[config.mk]
export PLATFORM = sky130hd
export DESIGN_NAME = huq_uart
export DESIGN_NICKNAME = d
export VERILOG_FILES = /design/src/rtl/huq_pkg.sv /design/src/rtl/huq_uart.sv
export SDC_FILE = /design/constraint.sdc
export NUM_CORES = 1
export LEC_CHECK = 0
export BUFFER_PORTS_ARGS = -buffer_cell sky130_fd_sc_hd__buf_4
export CORE_UTILIZATION = 55
export CTS_CLUSTER_SIZE = 10
export DETAILED_ROUTE_END_ITERATION = 8
export PLACE_DENSITY = 0.72
export SETUP_SLACK_MARGIN = 0.1
export SYNTH_ARGS = -nofsm -noshare
export SYNTH_HDL_FRONTEND = slang
export SYNTH_SLANG_ARGS = --single-unit
[constraint.sdc]
create_clock -name core_clk -period 5.1 [get_ports core_clk]
set_input_delay 0.765 -clock core_clk [delete_from_list [all_inputs] [get_ports core_clk]]
set_output_delay 0.765 -clock core_clk [all_outputs]
set_load 0.03 [all_outputs]
[src/rtl/huq_pkg.sv]
package huq_pkg;
  localparam int ADDR_W = 3;
  localparam int DATA_W = 8;
  localparam int FRM_W = 12;
  // register offsets
  localparam logic [2:0] OFS_TXBUF = 3'h0;
  localparam logic [2:0] OFS_RXBUF = 3'h1;
  localparam logic [2:0] OFS_MODE0 = 3'h2;
  localparam logic [2:0] OFS_MODE1 = 3'h3;
  localparam logic [2:0] OFS_MODE2 = 3'h4;
  localparam logic [2:0] OFS_STAT = 3'h5;
  // mode 1 fields
  localparam int M1_CMD = 0;
  localparam int M1_CKM = 3;
  localparam int M1_SBOS = 4;
  localparam int M1_SBIS = 5;
  localparam int M1_IOM = 7;
  // mode 2 fields
  localparam int M2_BRKE = 0;
  localparam int M2_NPE = 1;
  localparam int M2_PM = 2;
  localparam int M2_FM = 4;
  localparam int M2_BRKF = 7;
  // mode 0 fields
  localparam int M0_DIR = 4;
  // status fields
  localparam int ST_ORE = 0;
  localparam int ST_PEK = 1;
  localparam int ST_FEF = 2;
  localparam int ST_ERE = 3;
  localparam int ST_BUSY = 4;
  localparam int ST_TFULL = 5;
  localparam int ST_RFULL = 6;
  // reset value and mode 2 write mask
  localparam logic [7:0] MODE_RST = 8'h00;
  localparam logic [7:0] MODE2_WMASK = 8'h3f;
  // bit timing in source ticks
  localparam logic [3:0] TICK_LAST = 4'h7;
  localparam logic [3:0] TICK_HALF = 4'h4;
  // frame pieces
  localparam logic [3:0] LEN_D7 = 4'h7;
  localparam logic [3:0] LEN_D8 = 4'h8;
  localparam logic [3:0] LEN_ONE = 4'h1;
  localparam logic [3:0] LEN_TWO = 4'h2;
  localparam logic [1:0] PM_ZERO = 2'h0;
  localparam logic [1:0] PM_ONE = 2'h1;
  localparam logic [1:0] PM_ODD = 2'h2;
  typedef enum {S_IDLE, S_TX, S_RX} huq_state_t;
  typedef struct packed {
    logic wr;
    logic rd;
    logic [ADDR_W-1:0] addr;
    logic [DATA_W-1:0] wdata;
  } huq_req_t;
endpackage

[src/rtl/huq_uart.sv]
// Behaviour
// - writing the transmit buffer alone starts a frame with a start bit
// - start accepted only after input low longer than half a bit
// - half duplex: no reception while sending, no sending while receiving
// - a detected start clears the bit counter and begins a new frame
// - frame mode field picks 7 or 8 data bits and 1 or 2 stops
// - in asynchronous mode the synchronous bit count field is ignored
// - input pin select takes data from receive pin or transmit pin
// - frame is start bit, character bits, optional parity, stop bits
// - parity off, or forced 0, forced 1, odd or even
// - break enable sends zero on every frame bit
// - overrun, parity and framing flags plus a summary error flag
// - parity and framing flags updated at each receive completion pulse
// - overrun set on unread buffer; cleared at completion after a read
// - parity error on a mismatching received parity bit
// - framing error when a stop bit is not high
// - error flags never alter how transfers proceed
// - clearing both pin enables resets the function and the overrun
// - break flag set at completion when every frame bit was zero
// - a buffered byte follows the current frame without a gap
`timescale 1ns/10ps
`default_nettype none
module huq_uart (
  input wire logic core_clk,
  input wire logic sys_rst,
  input wire huq_pkg::huq_req_t bus_req,
  output logic [huq_pkg::DATA_W-1:0] bus_rdata,
  input wire logic baud_tick,
  input wire logic port_dir_out,
  input wire logic rx_in_pin,
  input wire logic tx_io_pin_i,
  output logic tx_io_pin_o,
  output logic tx_io_pin_oe_n,
  output logic comm_done_irq
);
  import huq_pkg::*;

  // bits after the start bit for a frame shape
  function automatic logic [3:0] frame_len(input logic [1:0] fm, input logic npe);
    frame_len = (fm[1] ? LEN_D8 : LEN_D7) + (fm[0] ? LEN_TWO : LEN_ONE);
    if (!npe) begin
      frame_len = frame_len + LEN_ONE;
    end
  endfunction

  // parity bit for a character
  function automatic logic par_bit(input logic [7:0] d, input logic n8, input logic [1:0] pm);
    logic [7:0] v;
    v = n8 ? d : {1'b0, d[6:0]};
    case (pm)
      PM_ZERO: par_bit = 1'b0;
      PM_ONE: par_bit = 1'b1;
      PM_ODD: par_bit = ~^v;
      default: par_bit = ^v;
    endcase
  endfunction

  // bit order swap for msb-first framing
  function automatic logic [7:0] bit_rev(input logic [7:0] d, input logic n8);
    bit_rev = '0;
    for (int i = 0; i < DATA_W; i++) begin
      if (n8) begin
        bit_rev[i] = d[DATA_W-1-i];
      end else if (i < DATA_W - 1) begin
        bit_rev[i] = d[DATA_W-2-i];
      end
    end
  endfunction

  logic rxs1_q, rxs2_q, txs1_q, txs2_q;
  huq_state_t state_q, state_d;
  logic [7:0] mode0_q, mode0_d, mode1_q, mode1_d, mode2_q, mode2_d;
  logic [7:0] txbuf_q, txbuf_d, rxbuf_q, rxbuf_d, rdata_q, rdata_d;
  logic txfull_q, txfull_d, rxfull_q, rxfull_d;
  logic ore_q, ore_d, pek_q, pek_d, fef_q, fef_d, brkf_q, brkf_d;
  logic [3:0] tick_q, tick_d, bit_q, bit_d;
  logic [FRM_W-1:0] shift_q, shift_d, rxb_q, rxb_d;
  logic txo_q, txo_d, oen_q, oen_d, irq_q, irq_d;
  logic in_bit, n8, npe, uart_on, sbos, sbis;
  logic [3:0] flen;
  logic [7:0] tdat, rdat;
  logic [FRM_W-1:0] frame, fmask;

  // pin synchronisers: both pins are asynchronous to core_clk
  always_ff @(posedge core_clk or posedge sys_rst) begin
    if (sys_rst) begin
      rxs1_q <= 1'b1;
      rxs2_q <= 1'b1;
      txs1_q <= 1'b1;
      txs2_q <= 1'b1;
    end else begin
      rxs1_q <= rx_in_pin;
      rxs2_q <= rxs1_q;
      txs1_q <= tx_io_pin_i;
      txs2_q <= txs1_q;
    end
  end

  // configuration decode
  assign n8 = mode2_q[M2_FM+1];
  assign npe = mode2_q[M2_NPE];
  assign sbos = mode1_q[M1_SBOS];
  assign sbis = mode1_q[M1_SBIS];
  assign uart_on = mode1_q[M1_CMD];
  assign flen = frame_len(mode2_q[M2_FM +: 2], npe);
  assign in_bit = mode1_q[M1_IOM] ? txs2_q : rxs2_q;
  assign tdat = mode0_q[M0_DIR] ? bit_rev(txbuf_q, n8) : txbuf_q;

  // transmit frame, lsb shifted out first
  always_comb begin
    frame = '1;
    frame[0] = 1'b0;
    for (int i = 0; i < DATA_W; i++) begin
      if (i < DATA_W - 1 || n8) begin
        frame[i+1] = tdat[i];
      end
    end
    if (!npe) begin
      frame[n8 ? LEN_D8 + LEN_ONE : LEN_D7 + LEN_ONE] = par_bit(tdat, n8, mode2_q[M2_PM +: 2]);
    end
    if (mode2_q[M2_BRKE]) begin
      frame = '0;
    end
  end

  // received character and mask of the bits that form the frame
  always_comb begin
    fmask = '0;
    for (int i = 0; i < FRM_W; i++) begin
      fmask[i] = (4'(i) <= flen);
    end
    rdat = n8 ? rxb_q[8:1] : {1'b0, rxb_q[7:1]};
    if (mode0_q[M0_DIR]) begin
      rdat = bit_rev(rdat, n8);
    end
  end

  // next state; error flags never steer the engine
  always_comb begin
    state_d = state_q;
    mode0_d = mode0_q;
    mode1_d = mode1_q;
    mode2_d = mode2_q;
    txbuf_d = txbuf_q;
    rxbuf_d = rxbuf_q;
    txfull_d = txfull_q;
    rxfull_d = rxfull_q;
    ore_d = ore_q;
    pek_d = pek_q;
    fef_d = fef_q;
    brkf_d = brkf_q;
    tick_d = tick_q;
    bit_d = bit_q;
    shift_d = shift_q;
    rxb_d = rxb_q;
    irq_d = 1'b0;
    rdata_d = '0;
    // reading the receive buffer frees it; a completion below wins
    if (bus_req.rd && bus_req.addr == OFS_RXBUF) begin
      rxfull_d = 1'b0;
    end
    case (state_q)
      S_IDLE: begin
        // a pending byte starts a frame when not receiving
        if (txfull_q && sbos && uart_on) begin
          state_d = S_TX;
          shift_d = frame;
          txfull_d = 1'b0;
          tick_d = '0;
          bit_d = '0;
        end else if (!in_bit && sbis && uart_on) begin
          if (baud_tick) begin
            tick_d = tick_q + 4'h1;
            // low beyond half a bit confirms start
            if (tick_q == TICK_HALF) begin
              state_d = S_RX;
              tick_d = '0;
              bit_d = '0;
              rxb_d = '0;
            end
          end
        end else begin
          // a glitch shorter than half a bit is dropped
          tick_d = '0;
        end
      end
      S_TX: begin
        if (baud_tick) begin
          tick_d = tick_q + 4'h1;
          if (tick_q == TICK_LAST) begin
            tick_d = '0;
            bit_d = bit_q + 4'h1;
            shift_d = {1'b1, shift_q[FRM_W-1:1]};
            if (bit_q == flen) begin
              irq_d = 1'b1;
              if (txfull_q && sbos && uart_on) begin
                shift_d = frame;
                txfull_d = 1'b0;
                bit_d = '0;
              end else begin
                state_d = S_IDLE;
              end
            end
          end
        end
      end
      S_RX: begin
        if (baud_tick) begin
          tick_d = tick_q + 4'h1;
          // sample eight ticks after previous sample
          if (tick_q == TICK_LAST) begin
            tick_d = '0;
            bit_d = bit_q + 4'h1;
            rxb_d[bit_q+4'h1] = in_bit;
            if (bit_q + 4'h1 == flen) begin
              state_d = S_IDLE;
              irq_d = 1'b1;
              rxbuf_d = rdat;
              rxfull_d = 1'b1;
              ore_d = rxfull_q;
              pek_d = !npe && (rxb_d[n8 ? LEN_D8 + LEN_ONE : LEN_D7 + LEN_ONE]
                != par_bit(n8 ? rxb_d[8:1] : {1'b0, rxb_q[7:1]}, n8, mode2_q[M2_PM +: 2]));
              // every stop position must be high
              fef_d = !rxb_d[flen] || (mode2_q[M2_FM] && !rxb_d[flen-4'h1]);
              // break when whole frame read zero
              brkf_d = ((rxb_d & fmask) == '0);
            end
          end
        end
      end
      default: state_d = S_IDLE;
    endcase
    // both pin enables off resets the function
    if (!sbos && !sbis) begin
      state_d = S_IDLE;
      ore_d = 1'b0;
      rxfull_d = 1'b0;
      tick_d = '0;
    end
    // register writes; a byte written during a load is kept
    if (bus_req.wr) begin
      case (bus_req.addr)
        OFS_TXBUF: begin
          txbuf_d = bus_req.wdata;
          txfull_d = 1'b1;
        end
        OFS_MODE0: mode0_d = bus_req.wdata;
        OFS_MODE1: mode1_d = bus_req.wdata;
        OFS_MODE2: mode2_d = (bus_req.wdata & MODE2_WMASK) | (mode2_q & ~MODE2_WMASK);
        default: ;
      endcase
    end
    mode2_d[M2_BRKF] = brkf_d;
    // read data, valid the cycle after the strobe
    if (bus_req.rd) begin
      case (bus_req.addr)
        OFS_RXBUF: rdata_d = rxbuf_q;
        OFS_MODE0: rdata_d = mode0_q;
        OFS_MODE1: rdata_d = mode1_q;
        OFS_MODE2: rdata_d = mode2_q;
        OFS_STAT: begin
          rdata_d[ST_ORE] = ore_q;
          rdata_d[ST_PEK] = pek_q;
          rdata_d[ST_FEF] = fef_q;
          rdata_d[ST_ERE] = ore_q | pek_q | fef_q;
          rdata_d[ST_BUSY] = (state_q != S_IDLE);
          rdata_d[ST_TFULL] = txfull_q;
          rdata_d[ST_RFULL] = rxfull_q;
        end
        default: rdata_d = '0;
      endcase
    end
    // line idles high outside a frame
    txo_d = (state_d == S_TX) ? shift_d[0] : 1'b1;
    // pin driven only as serial output and port set to output
    oen_d = !(sbos && port_dir_out);
  end

  // state registers
  always_ff @(posedge core_clk or posedge sys_rst) begin
    if (sys_rst) begin
      state_q <= S_IDLE;
      mode0_q <= MODE_RST;
      mode1_q <= MODE_RST;
      mode2_q <= MODE_RST;
      txbuf_q <= '0;
      rxbuf_q <= '0;
      rdata_q <= '0;
      txfull_q <= 1'b0;
      rxfull_q <= 1'b0;
      ore_q <= 1'b0;
      pek_q <= 1'b0;
      fef_q <= 1'b0;
      brkf_q <= 1'b0;
      tick_q <= '0;
      bit_q <= '0;
      shift_q <= '1;
      rxb_q <= '0;
      txo_q <= 1'b1;
      oen_q <= 1'b1;
      irq_q <= 1'b0;
    end else begin
      state_q <= state_d;
      mode0_q <= mode0_d;
      mode1_q <= mode1_d;
      mode2_q <= mode2_d;
      txbuf_q <= txbuf_d;
      rxbuf_q <= rxbuf_d;
      rdata_q <= rdata_d;
      txfull_q <= txfull_d;
      rxfull_q <= rxfull_d;
      ore_q <= ore_d;
      pek_q <= pek_d;
      fef_q <= fef_d;
      brkf_q <= brkf_d;
      tick_q <= tick_d;
      bit_q <= bit_d;
      shift_q <= shift_d;
      rxb_q <= rxb_d;
      txo_q <= txo_d;
      oen_q <= oen_d;
      irq_q <= irq_d;
    end
  end

  assign bus_rdata = rdata_q;
  assign tx_io_pin_o = txo_q;
  assign tx_io_pin_oe_n = oen_q;
  assign comm_done_irq = irq_q;
endmodule
`default_nettype wire

==> metrics <==
status completed; Synth Instances 611; top cells by area, synth dfrtp_1 40%, dfstp_2 7.2%, mux2_2 6.7%; initial antenna violation count 0; top cell type by total area after synthesis dfrtp_1; Final period util 0.6150; Final min period 3.137 ns; power per standard cell area 387.2 nW/µm²; FF+latch count, synth 123; DP HPWL 10420 µm; Chip Width 111.2 µm; VDD IR-drop max 261.5 µV; TritonCTS Buffers 17; first-pass GRT wire length 24680 µm; hold buffers post-CTS 0; Initial Utilization 0.5699; Die Ht 111.2 µm; Clock Path Buffers 2; root buffer cell clkbuf_16; crit start category register; DR vias 4874; maximum fanout along the worst path 27; WL/cell 18.14 µm; CP Capture Type register; Final TNS setup 0 ns; first-pass iteration count of the detailed router 5; metal3 WL 773 µm; Max-slew headroom 0.3103; post-synth top area share 0.4004; Lkg Pwr 3.287 nW; HP Start txs1_q; Worst-path clk slew 0.05 ns; H-tree depth 4; commonest cells after routing, fill and taps aside 105 x dfrtp_1, 67 x nand2_1, 39 x mux2_2, 37 x nor2_1, 34 x buf_4; Sink Count 123; largest net degree at the start of global routing 86; CP Data Arrival Time 3.49 ns; register area share after synthesis 0.4724; Final Hold Vio Count 0; fmax 0.3188 GHz; grt ovf 0; HP Class reg -> reg; IO buf count 29; post-CTS setup buffer count 0; Max-Cap Viols 0; Slew @ Worst Pin 1.035 ns; Placement Setup Slack 2.017 ns; hold_ws 0.3541 ns; Avg Inst Size Synth 10.74 µm²; Avg Vias per Cell 5.937; GRT Total Usage 0.2590; GPL Wtd Cong 0.9461; DP Cell Count 789; Worst Setup SP mode2_q[4]; share of layout cells above drive strength 1 0.2080; nets 697; max-slew violation count 0; I/O pin total 30; Antenna Nets Post-Route 0; CP required 5.45 ns; CTS tree done; unique cell type count in the Yosys netlist 79; drt first-iter violations 382; Reg2Reg Launch Point mode2_q[4]; Final setup viols 0; num rows 39; vias in the first global route 4808; Routed WL 14900 µm; cts repair resizes 0; top layer in use met4; clock latency on the worst-skew pair 0.41 ns; Met1 Wirelength 6807 µm; antenna cells 0; most common cell after layout, fill and taps aside dfrtp_1; warnings from Yosys 0; die footprint 12370 µm²; EDFF count, synth 0; top_reg_cell synth dfrtp_1; P&R area growth vs syn 15.31%; post-synth design cell area 6563 µm²; fin cells 821; WS Path Type reg -> reg; residual DRC count 0; Core ar. 11520 µm²; setup ws final 1.963 ns; fraction of registers with async set/reset 1.000; met2 WL post-DR 6995 µm; Clock Skew 0.008733 ns; RSZ-0062 raised after global routing no
state kept, by name, indices dropped and copies added, names as in the netlist, 4 cells and up:
| name | cells |
|---|---|
| mode2_q | 7 |
| bit_q | 4 |
| bus_rdata | 8 |
| tick_q | 4 |
| rxbuf_q | 8 |
| mode1_q | 8 |
| mode0_q | 8 |
| txbuf_q | 8 |
| shift_q | 12 |
| state_q | 32 |
| rxb_q | 12 |
cells by family (layout without fill, tap and decap cells):
kind of cell / after synthesis / count (layout) / synth area share
simple gates: 185 / 185 / 0.1428
compound gates: 144 / 144 / 0.1510
flops: 123 / 123 / 0.4724
mux: 75 / 75 / 0.1356
buf+inv: 45 / 83 / 0.03031
xor+xnor: 24 / 24 / 0.04099
fa+ha+maj: 14 / 14 / 0.02631
other cells: 1 / 30 / 0.0005714
final cells by class:
class	count	area, µm²
fillers	884	3949
multi-input cells	472	3372
flip-flops and latches	123	3100
clock buffers	28	570.5
repair buffers	34	255.2
well taps	143	178.9
inverters	17	66.31
clock inverters	4	23.77
worst max-delay path, cell delays in order, from the launching register on:
cell and delay [ns]:
dfrtp_1 0.41, inv_1 0.08, ha_1 0.24, or3_4 0.41, a21oi_4 0.27, xnor2_2 0.19, nand2_1 0.14, a2111oi_4 0.48
nand3b_4 0.35, nor4_1 0.34, a21oi_1 0.09, nand2_1 0.08
worst paths after layout:
path	endpoint	slack (ns)	cells past startpoint
min in group asynchronous	rxb_q[1]	0.62	2
worst min register to register	txs2_q	0.35	0
worst min-delay path	txs2_q	0.35	0
worst max-delay path	pek_q	1.96	11
worst max register to register	pek_q	1.96	11
max in group asynchronous	tx_io_pin_oe_n	3.38	3
Yosys cell counts, types with 3 or more instances:
master	n
mux2i_1	30
inv_1	17
and2_1	3
nor2b_1	11
a21oi_1	25
nor3b_1	3
and3_1	3
clkbuf_1	18
nand3_1	12
or2b_1	3
mux4_1	4
or3_1	3
o31ai_1	16
a31oi_1	3
nand2b_1	6
xnor2_1	13
nand4_1	3
nor3_1	9
dfrtp_1	105
buf_6	3
nand2_1	67
a21o_1	6
nor4_1	9
buf_2	6
mux2_2	39
a221oi_1	4
o22ai_1	4
xor2_1	7
ha_1	13
a22oi_1	18
dfstp_2	18
o21ai_0	21
o21ai_1	19
nor2_1	37
power by group:
part / switching, mW / total [mW] / leakage (nW) / internal (mW)
clock: 0.422 / 1.18 / 0.296 / 0.760
combinational: 0.339 / 0.625 / 1.48 / 0.287
sequential: 0.0737 / 1.12 / 1.51 / 1.05
total: 0.835 / 2.93 / 3.29 / 2.10
per-layer routing:
metal,global-route usage,vias to the layer above
li1,-,2291
met1,0.3534,2395
met2,0.4013,155
met3,0.05686,33
met4,0.1081,0
met5,0,-
per-stage QoR:
stage,power [mW],utilization,instance area [µm²]
after floorplan,1.620,-,6671
after global placement,1.739,0.6055,6973
after detailed placement,1.759,0.6055,6973
after CTS,2.949,0.6571,7567
after global routing,3.052,0.6571,7567
final,2.930,0.6571,7567
Power figures use the tool's default switching activity.
